File: src/dcr_map.vh
// Register map and field layout of the deserializer configuration bank.
// Assumes byte-wide registers at word indices 0 to 15 on a plain port.
`ifndef DCR_MAP_VH
`define DCR_MAP_VH

// ----------------------------------------------------------------
// Register offsets
// ----------------------------------------------------------------
`define DCR_LINK_RATE_WIDTH_CONFIG     4'h0
`define DCR_SPREAD_ERROR_POLICY_CONFIG 4'h1
`define DCR_CHANNEL_START_TIMEOUT      4'h2
`define DCR_CHANNEL_END_TIMEOUT        4'h3
`define DCR_OUTPUT_EDGE_TEST_CONFIG    4'h4
`define DCR_BUS_ADDRESS                4'h5
`define DCR_END_FRAME_CODE             4'h6
`define DCR_VIDEO_PARITY_COUNT_LOW     4'ha
`define DCR_VIDEO_PARITY_COUNT_HIGH    4'hb
`define DCR_LINK_ERROR_FLAGS           4'hd

// ----------------------------------------------------------------
// Reset values
// ----------------------------------------------------------------
`define DCR_RST_LINK_RATE_WIDTH  8'hb5
`define DCR_RST_SPREAD_ERROR     8'h00
`define DCR_RST_START_TIMEOUT    8'ha0
`define DCR_RST_END_TIMEOUT      8'ha0
`define DCR_RST_OUTPUT_EDGE_TEST 8'h20
`define DCR_RST_BUS_ADDRESS      8'hf8
`define DCR_RST_END_FRAME_CODE   8'hff

// ----------------------------------------------------------------
// Field positions
// ----------------------------------------------------------------
`define DCR_PIXEL_CLOCK_RANGE     7:6
`define DCR_SERIAL_SPEED_RANGE    5:4
`define DCR_PARITY_ON             3
`define DCR_PARALLEL_WORD_WIDTH   2:0
`define DCR_SPREAD_MODE           7:6
`define DCR_AUTO_ERROR_CLEAR      5
`define DCR_ACTIVITY_DETECT_LEVEL 4:3
`define DCR_TIMEOUT_PRESCALE      7:4
`define DCR_TIMEOUT_COUNT         3:0
`define DCR_FRAME_SYNC_POLARITY   7
`define DCR_LINE_SYNC_POLARITY    6
`define DCR_PIXEL_CLOCK_POLARITY  5
`define DCR_STRETCHER_LONG_PULSE  3
`define DCR_LINK_TEST_ON          0
`define DCR_ADDRESS_FIELD         7:1

// Error flag bits in the flag register
`define DCR_FLAG_DES_PARITY  4
`define DCR_FLAG_DES_FRAME   3
`define DCR_FLAG_SER_PARITY  2
`define DCR_FLAG_SER_FRAME   1
`define DCR_FLAG_I2C         0

// ----------------------------------------------------------------
// Timing
// ----------------------------------------------------------------
`define DCR_PRESCALE_ZERO_DIV 5'h10
`define DCR_COUNT_MAX         16'hffff

`endif

File: src/dcr_timeout.v
// Prescaled timeout counter for the control channel.
// Assumes run and restart come from logic on the same pixel clock.
`timescale 1ns/1ps
module dcr_timeout (
  clk,
  rstn,
  run,
  restart,
  prescale,
  limit,
  expire
);
`include "dcr_map.vh"
  input  wire       clk;
  input  wire       rstn;
  input  wire       run;
  input  wire       restart;
  input  wire [3:0] prescale;
  input  wire [3:0] limit;
  output wire       expire;

  reg  [4:0] pre_q;
  reg  [3:0] ticks_q;
  reg        expire_q;
  wire [4:0] div;
  wire       tick;

  // Code zero is the longest prescale; other codes divide by their value
  assign div  = (prescale == 4'h0) ? `DCR_PRESCALE_ZERO_DIV : {1'b0, prescale};
  assign tick = (pre_q == (div - 5'h01));

  always @(posedge clk) begin
    if (!rstn || !run || restart) begin
      pre_q    <= 5'h00;
      ticks_q  <= 4'h0;
      expire_q <= 1'b0;
    end else begin
      expire_q <= 1'b0;
      if (tick) begin
        pre_q <= 5'h00;
        if (ticks_q == limit) begin
          expire_q <= 1'b1;
          ticks_q  <= 4'h0;
        end else begin
          ticks_q <= ticks_q + 4'h1;
        end
      end else begin
        pre_q <= pre_q + 5'h01;
      end
    end
  end

  assign expire = expire_q;
endmodule // dcr_timeout

File: src/dcr_top.v
// Configuration register bank of the video-link deserializer, with
// control channel session timing and error count bookkeeping.
// Assumes all event inputs come from logic on the recovered pixel clock.
//
// Contract
// - Pixel clock range field, register 0 bits 7:6, resets to 10.
// - Serial rate range field, register 0 bits 5:4, resets to 11.
// - Register 0 bit 3 enables link parity, reset disabled.
// - Register 0 bits 2:0 select parallel width, reset 101.
// - Register 1 bits 7:6 select spread: off, 2 or 4 percent.
// - With auto clear set, error counts clear when a session ends.
// - With auto clear clear, reading registers 10, 11, 13 clears errors.
// - Register 1 bits 4:3 select activity detector offset, reset 00.
// - Opened session closes if controller never uses it in time.
// - Register 2 bits 7:4 prescale start timeout; zero divides by 16.
// - Start timeout expires after register 2 count plus one ticks.
// - Register 3 bits 7:4 prescale end timeout; zero divides by 16.
// - End timeout expires after register 3 count plus one ticks.
// - After first use, idle channel closes after end interval.
// - Register 4 bit 7 picks frame sync edge, reset falling.
// - Register 4 bit 6 picks line sync edge, reset falling.
// - Register 4 bit 5 picks pixel clock edge, reset rising.
// - Register 4 bit 3 makes stretcher pulse long, reset short.
// - Register 4 bit 0 enables the pseudo-random link test.
// - Register 5 bits 7:1 hold bus address, reset 1111100.
// - Register 6 bits 7:1 hold end-frame code; that frame closes.
// - Sixteen-bit video parity error count at registers 10 and 11.
// - Register 13 reports link parity, framing and I2C error flags.
//
// Chosen here: the address-and-strobe port.
`timescale 1ns/1ps
module dcr_top (
  clk,
  rstn,
  reg_addr,
  reg_wdata,
  reg_wr,
  reg_rd,
  reg_rdata,
  chan_open,
  chan_use,
  frame_valid,
  frame_code,
  video_parity_err,
  des_parity_err,
  des_frame_err,
  ser_parity_err,
  ser_frame_err,
  i2c_err,
  chan_active,
  chan_close,
  pixel_clock_range,
  serial_speed_range,
  parity_on,
  parallel_word_width,
  spread_on,
  spread_wide,
  activity_detect_level,
  frame_sync_polarity,
  line_sync_polarity,
  pixel_clock_polarity,
  stretcher_long_pulse,
  link_test_on,
  bus_address_field
);
`include "dcr_map.vh"
  input  wire       clk;
  input  wire       rstn;
  input  wire [3:0] reg_addr;
  input  wire [7:0] reg_wdata;
  input  wire       reg_wr;
  input  wire       reg_rd;
  output wire [7:0] reg_rdata;
  input  wire       chan_open;
  input  wire       chan_use;
  input  wire       frame_valid;
  input  wire [6:0] frame_code;
  input  wire       video_parity_err;
  input  wire       des_parity_err;
  input  wire       des_frame_err;
  input  wire       ser_parity_err;
  input  wire       ser_frame_err;
  input  wire       i2c_err;
  output wire       chan_active;
  output wire       chan_close;
  output wire [1:0] pixel_clock_range;
  output wire [1:0] serial_speed_range;
  output wire       parity_on;
  output wire [2:0] parallel_word_width;
  output wire       spread_on;
  output wire       spread_wide;
  output wire [1:0] activity_detect_level;
  output wire       frame_sync_polarity;
  output wire       line_sync_polarity;
  output wire       pixel_clock_polarity;
  output wire       stretcher_long_pulse;
  output wire       link_test_on;
  output wire [6:0] bus_address_field;

  // ----------------------------------------------------------------
  // Session states
  // ----------------------------------------------------------------
  localparam [2:0] ST_IDLE = 3'h1;
  localparam [2:0] ST_WAIT = 3'h2;
  localparam [2:0] ST_USE  = 3'h4;

  reg  [7:0]  link_rate_width_config_q;
  reg  [7:0]  spread_error_policy_config_q;
  reg  [7:0]  channel_start_timeout_q;
  reg  [7:0]  channel_end_timeout_q;
  reg  [7:0]  output_edge_test_config_q;
  reg  [7:0]  bus_address_q;
  reg  [7:0]  end_frame_code_q;
  reg  [15:0] parity_count_q;
  reg  [15:0] parity_count_d;
  reg  [4:0]  err_flags_q;
  reg  [4:0]  err_flags_d;
  reg  [7:0]  rdata_q;
  reg  [7:0]  rdata_d;
  reg  [2:0]  state_q;
  reg  [2:0]  state_d;
  reg         close_q;
  wire        auto_error_clear;
  wire        end_frame_seen;
  wire        start_expire;
  wire        end_expire;
  wire        session_end;
  wire        read_count;
  wire        read_flags;
  wire        clear_count;
  wire        clear_flags;
  wire [4:0]  err_events;

  // ----------------------------------------------------------------
  // Register writes
  // ----------------------------------------------------------------
  // Reserved bits are stored as written so that every register reads
  // back exactly; software keeps them at their fixed values.
  always @(posedge clk) begin
    if (!rstn) begin
      link_rate_width_config_q     <= `DCR_RST_LINK_RATE_WIDTH;
      spread_error_policy_config_q <= `DCR_RST_SPREAD_ERROR;
      channel_start_timeout_q      <= `DCR_RST_START_TIMEOUT;
      channel_end_timeout_q        <= `DCR_RST_END_TIMEOUT;
      output_edge_test_config_q    <= `DCR_RST_OUTPUT_EDGE_TEST;
      bus_address_q                <= `DCR_RST_BUS_ADDRESS;
      end_frame_code_q             <= `DCR_RST_END_FRAME_CODE;
    end else if (reg_wr) begin
      case (reg_addr)
        `DCR_LINK_RATE_WIDTH_CONFIG: begin
          link_rate_width_config_q <= reg_wdata;
        end
        `DCR_SPREAD_ERROR_POLICY_CONFIG: begin
          spread_error_policy_config_q <= reg_wdata;
        end
        `DCR_CHANNEL_START_TIMEOUT: begin
          channel_start_timeout_q <= reg_wdata;
        end
        `DCR_CHANNEL_END_TIMEOUT: begin
          channel_end_timeout_q <= reg_wdata;
        end
        `DCR_OUTPUT_EDGE_TEST_CONFIG: begin
          output_edge_test_config_q <= reg_wdata;
        end
        `DCR_BUS_ADDRESS: begin
          bus_address_q <= reg_wdata;
        end
        `DCR_END_FRAME_CODE: begin
          end_frame_code_q <= reg_wdata;
        end
        default: begin
          // Counts and flags are read only; other offsets ignore writes
        end
      endcase
    end
  end

  // ----------------------------------------------------------------
  // Configuration fields
  // ----------------------------------------------------------------
  assign pixel_clock_range     = link_rate_width_config_q[`DCR_PIXEL_CLOCK_RANGE];
  assign serial_speed_range    = link_rate_width_config_q[`DCR_SERIAL_SPEED_RANGE];
  assign parity_on             = link_rate_width_config_q[`DCR_PARITY_ON];
  assign parallel_word_width   = link_rate_width_config_q[`DCR_PARALLEL_WORD_WIDTH];
  // Low bit of the spread code switches it on; high bit picks the depth
  assign spread_on             = spread_error_policy_config_q[6];
  assign spread_wide           = spread_error_policy_config_q[7] &
                                 spread_error_policy_config_q[6];
  assign auto_error_clear      = spread_error_policy_config_q[`DCR_AUTO_ERROR_CLEAR];
  assign activity_detect_level =
    spread_error_policy_config_q[`DCR_ACTIVITY_DETECT_LEVEL];
  assign frame_sync_polarity   = output_edge_test_config_q[`DCR_FRAME_SYNC_POLARITY];
  assign line_sync_polarity    = output_edge_test_config_q[`DCR_LINE_SYNC_POLARITY];
  assign pixel_clock_polarity  = output_edge_test_config_q[`DCR_PIXEL_CLOCK_POLARITY];
  assign stretcher_long_pulse  = output_edge_test_config_q[`DCR_STRETCHER_LONG_PULSE];
  assign link_test_on          = output_edge_test_config_q[`DCR_LINK_TEST_ON];
  assign bus_address_field     = bus_address_q[`DCR_ADDRESS_FIELD];

  // ----------------------------------------------------------------
  // Control channel timeouts
  // ----------------------------------------------------------------
  // Start timer runs only while waiting for the first use
  dcr_timeout u_start_timeout (
    .clk      (clk),
    .rstn     (rstn),
    .run      (state_q[1]),
    .restart  (chan_open),
    .prescale (channel_start_timeout_q[`DCR_TIMEOUT_PRESCALE]),
    .limit    (channel_start_timeout_q[`DCR_TIMEOUT_COUNT]),
    .expire   (start_expire)
  );

  // End timer restarts on every use of the channel
  dcr_timeout u_end_timeout (
    .clk      (clk),
    .rstn     (rstn),
    .run      (state_q[2]),
    .restart  (chan_use),
    .prescale (channel_end_timeout_q[`DCR_TIMEOUT_PRESCALE]),
    .limit    (channel_end_timeout_q[`DCR_TIMEOUT_COUNT]),
    .expire   (end_expire)
  );

  assign end_frame_seen = frame_valid &&
                          (frame_code == end_frame_code_q[`DCR_ADDRESS_FIELD]);

  // ----------------------------------------------------------------
  // Session state machine
  // ----------------------------------------------------------------
  always @* begin
    state_d = state_q;
    case (state_q)
      ST_IDLE: begin
        if (chan_open) begin
          state_d = ST_WAIT;
        end
      end
      ST_WAIT: begin
        if (end_frame_seen) begin
          state_d = ST_IDLE;
        end else if (start_expire) begin
          state_d = ST_IDLE;
        end else if (chan_use) begin
          state_d = ST_USE;
        end
      end
      ST_USE: begin
        if (end_frame_seen) begin
          state_d = ST_IDLE;
        end else if (end_expire && !chan_use) begin
          // A use in the expiry cycle keeps the channel open
          state_d = ST_IDLE;
        end
      end
      default: begin
        state_d = ST_IDLE;
      end
    endcase
  end

  always @(posedge clk) begin
    if (!rstn) begin
      state_q <= ST_IDLE;
      close_q <= 1'b0;
    end else begin
      state_q <= state_d;
      close_q <= session_end;
    end
  end

  assign session_end = !state_q[0] && state_d[0];
  assign chan_active = !state_q[0];
  assign chan_close  = close_q;

  // ----------------------------------------------------------------
  // Error count and flags
  // ----------------------------------------------------------------
  assign read_count  = reg_rd && ((reg_addr == `DCR_VIDEO_PARITY_COUNT_LOW) ||
                                  (reg_addr == `DCR_VIDEO_PARITY_COUNT_HIGH));
  assign read_flags  = reg_rd && (reg_addr == `DCR_LINK_ERROR_FLAGS);
  assign clear_count = auto_error_clear ? session_end : read_count;
  assign clear_flags = auto_error_clear ? session_end : read_flags;

  assign err_events = {des_parity_err, des_frame_err, ser_parity_err,
                       ser_frame_err, i2c_err};

  // An error in the clearing cycle survives the clear
  always @* begin
    parity_count_d = clear_count ? 16'h0000 : parity_count_q;
    if (video_parity_err && (parity_count_d != `DCR_COUNT_MAX)) begin
      parity_count_d = parity_count_d + 16'h0001;
    end
    err_flags_d = (clear_flags ? 5'h00 : err_flags_q) | err_events;
  end

  always @(posedge clk) begin
    if (!rstn) begin
      parity_count_q <= 16'h0000;
      err_flags_q    <= 5'h00;
    end else begin
      parity_count_q <= parity_count_d;
      err_flags_q    <= err_flags_d;
    end
  end

  // ----------------------------------------------------------------
  // Register reads
  // ----------------------------------------------------------------
  // Data is captured before a clear-on-read takes effect
  always @* begin
    rdata_d = 8'h00;
    if (reg_rd) begin
      case (reg_addr)
        `DCR_LINK_RATE_WIDTH_CONFIG: begin
          rdata_d = link_rate_width_config_q;
        end
        `DCR_SPREAD_ERROR_POLICY_CONFIG: begin
          rdata_d = spread_error_policy_config_q;
        end
        `DCR_CHANNEL_START_TIMEOUT: begin
          rdata_d = channel_start_timeout_q;
        end
        `DCR_CHANNEL_END_TIMEOUT: begin
          rdata_d = channel_end_timeout_q;
        end
        `DCR_OUTPUT_EDGE_TEST_CONFIG: begin
          rdata_d = output_edge_test_config_q;
        end
        `DCR_BUS_ADDRESS: begin
          rdata_d = bus_address_q;
        end
        `DCR_END_FRAME_CODE: begin
          rdata_d = end_frame_code_q;
        end
        `DCR_VIDEO_PARITY_COUNT_LOW: begin
          rdata_d = parity_count_q[7:0];
        end
        `DCR_VIDEO_PARITY_COUNT_HIGH: begin
          rdata_d = parity_count_q[15:8];
        end
        `DCR_LINK_ERROR_FLAGS: begin
          rdata_d = {3'h0, err_flags_q};
        end
        default: begin
          rdata_d = 8'h00;
        end
      endcase
    end
  end

  always @(posedge clk) begin
    if (!rstn) begin
      rdata_q <= 8'h00;
    end else begin
      rdata_q <= rdata_d;
    end
  end

  assign reg_rdata = rdata_q;
endmodule // dcr_top

File: config.mk
export PLATFORM = sky130hd
export DESIGN_NAME = dcr_top
export DESIGN_NICKNAME = d
export VERILOG_FILES = /design/src/dcr_timeout.v /design/src/dcr_top.v
export VERILOG_INCLUDE_DIRS = /design/src
export SDC_FILE = /design/constraint.sdc
export NUM_CORES = 1
export LEC_CHECK = 0
export BUFFER_PORTS_ARGS = -buffer_cell sky130_fd_sc_hd__buf_2
export CORE_ASPECT_RATIO = 1.4
export CORE_MARGIN = 2
export CORE_UTILIZATION = 40
export CTS_CLUSTER_SIZE = 16
export DETAILED_ROUTE_END_ITERATION = 6
export GPL_TIMING_DRIVEN = 1
export MAX_ROUTING_LAYER = met4
export PLACE_DENSITY_LB_ADDON = 0.3
export SLEW_MARGIN = 20
export SYNTH_ARGS = -nofsm -noshare
export SYNTH_HDL_FRONTEND = slang
export SYNTH_SLANG_ARGS = --single-unit
File: constraint.sdc
create_clock -name clk -period 3.34 [get_ports clk]
set_clock_uncertainty 0.2 [all_clocks]
set_input_delay 0.501 -clock clk [delete_from_list [all_inputs] [get_ports clk]]
set_output_delay 0.501 -clock clk [all_outputs]
set_load 0.02 [all_outputs]
==> out/results.ini <==
[layout]
multi_input_area_um2 = 2940
diodes = 0
layout-drive-gt1-share_pct = 15.1
seq_area_um2 = 2180
final_common_cell = dfxtp_1
final_nets = 717
fillCellCount = 1278
syn2layout_area_growth_pct = 14.0
mostFrequentLayoutCells = dfxtp_1, nand2_1, nor2_1
fin_area_um2 = 6110

[clocking]
ctsHoldBuffers = 0
cts_tree = done
path_clk_slew_ps = 80
insertion_delay_ps = 360
cts.sinks = 109
cts_made_buffers = 9
clockBufferDepth = 2
htree_levels = 3
cts-root-buf = clkbuf_16

[floorplanning]
pin_count = 66
dieArea_um2 = 14300
die_width_um = 102
start_util_pct = 40.6
rows = 50
core-area_um2 = 13200
die-height_um = 141

[job]
maxCapViolations = 0

[timing]
period_minus_slack_ps = 3030
finalSetupViolCount = 0
slew_headroom_pct = 43.6
finalHoldViolations = 0
min_period_over_period_pct = 90.6
finalSetupTns_ps = 0
clock.fmax_ghz = 0.330
worst_pin_slew_ps = 839
maxSlewViolCount = 0
rsz0062_at_grt = false

[synthesis]
async_reset_ff_share_pct = 0
syn_nets = 670
synth_top_cell_area_share_pct = 40.7
postSynthCellCount = 630
synth.largest_area_cell = dfxtp_1
avgSynthCellArea_um2 = 8.50
ys_dominant_reg_cell = dfxtp_1
synth_edf_count = 0
seq_area_frac_synth_pct = 40.7
syn_area_um2 = 5360
synth-seq-cells = 109
yosysWarnings = 0
synth.top_cells.by_area = dfxtp_1, mux2i_1, nand2_1, nor2_1, xnor2_1
ys_types = 60

[detailed_routing]
wire_per_inst_um = 17.6
firstDrtPassIters = 5
routed_via_density = 5.43
vias = 4693
drc_errors = 0
antenna_left = 0
drt-initial-drc-count = 329
wirelength_um = 15200

[global_routing]
track_usage_pct = 22.4
met3_usage_pct = 3.97
grt_use_met2_pct = 37.7
grtUsageMet1_pct = 27.0
grt_pass1_vias = 4456
grt_pass1_wl_um = 24000
gr-max-usage-layer = met2
grt_max_degree = 40
grt-ovfl-total = 0
grt_antenna_before_repair = 0

[place]
dp_hpwl_um = 11100
place_area_um2 = 5790
gp_congestion = 0.906
port_buffers = 65

[setup_path]
criticalPathCategory = reg2reg
crit_chain = inv_1, nor3_1, o211ai_1, a32oi_1, and3_1, ha_1, nand2_1, nor3_1, or2_2, a31oi_1, a311o_1
cp_common_cell = nor3_1
crit_path_end_kind = flop
required_ps = 3390
cp-start-kind = flop
cp_max_fo = 6
slowest_stage = a32oi_1
critPathMaxStageDelay_ps = 370
worstPathArrival_ps = 3080

[power]
peakVddDrop_mv = 0.252
powerDensity_nw_per_um2 = 444
p_leak_nw = 2.49

[worst_hold_path]
hold_path.class = in2reg

[run_status]
run_status = finished, final reports clean

## sequential cells by signal (all words and copies together) (netlist names), 8 cells and up
| signal | flops |
|---|---|
| parity_count_q | 16 |
| bus_address_q | 8 |
| channel_end_timeout_q | 8 |
| channel_start_timeout_q | 8 |
| end_frame_code_q | 8 |
| link_rate_width_config_q | 8 |
| output_edge_test_config_q | 8 |
| reg_rdata | 8 |
| spread_error_policy_config_q | 8 |
## critical path: cells and delay by family, from the launching register on
family                     cells  cell delay (ps)
and+or+nand+nor                5             1100
buffers and inverters          1              100
AOI/OAI and AO/OA              4              960
adders and majority gates      1              220
DFF                            1              330
## path summary, 6_finish.rpt
path                                       start                end  slack (ps)  cells after the start
worst max-delay path                  state_q[1]  parity_count_q[0]         310                     11
worst min-delay path               des_frame_err     err_flags_q[3]         160                      3
worst max register to register        state_q[1]  parity_count_q[0]         310                     11
worst min register to register  bus_address_q[0]   bus_address_q[0]         270                      2
## final cells by class
| class | instances | share of cell area [%] |
|---|---|---|
| inverter | 14 | 0.860 |
| clock inverter | 7 | 1.37 |
| clock buffer | 9 | 3.69 |
| sequential | 109 | 35.7 |
| tap | 182 | 3.73 |
| multi-input combinational | 469 | 48.2 |
| timing repair buffer | 74 | 6.43 |
## power breakdown
| group | internal (W) | switching [W] | total, W |
|---|---|---|---|
| clock | 0.000598 | 0.000528 | 0.00113 |
| sequential | 0.00132 | 0.0000217 | 0.00134 |
| combinational | 0.0000900 | 0.000153 | 0.000243 |
## layer usage
| metal | part of all wire, % | routed length, um |
|---|---|---|
| met5 | 0 | 0 |
| met4 | 1.8 | 271 |
| met3 | 5.0 | 752 |
| met2 | 52 | 7890 |
| met1 | 41 | 6270 |
## synth_stat cells (all sizes together), types with 3 or more instances
library cell / count
nor4: 3
nand3: 29
mux2i: 46
xor2: 14
nand3b: 4
a32oi: 4
buf: 21
inv: 13
nor2: 71
a21oi: 30
clkbuf: 17
nor3b: 3
and3: 7
ha: 8
or2: 3
nor3: 19
a21o: 3
a31oi: 9
or3: 5
nor2b: 11
nand2: 87
o211ai: 4
and4: 3
mux2: 5
a22oi: 6
a221oi: 5
o21ai: 14
xnor2: 30
nand4: 7
and2: 5
nand2b: 7
dfxtp: 109
## per-stage QoR
stage                     setup WS [ps]  power [W]  util [%]  hold WS, ps  std cells
final                               314    0.00271      46.3          161        864
after global routing               55.1    0.00281      46.3          183        864
after CTS                           323    0.00273      46.2          164        864
after detailed placement            145    0.00161      43.9          258        848
after global placement              247    0.00161      43.9          249        848
after floorplan                     546    0.00152         -          237        630
## kinds of logic after synthesis
| group | after synthesis | synth area share, % |
|---|---|---|
| and+or+nand+nor | 271 | 23.9 |
| muxes | 52 | 10.1 |
| DFF | 109 | 40.7 |
| buffers and inverters | 52 | 4.51 |
| AOI/OAI and AO/OA | 94 | 11.7 |
| xor gates and xnor gates | 44 | 7.19 |
| adders and majority gates | 8 | 1.87 |
## repair_timing
item,CTS,global route
gates resized for setup,0,1
endpoints found under the setup margin,0,1
setup buffers,0,0
(Power assumes the default switching activity.)
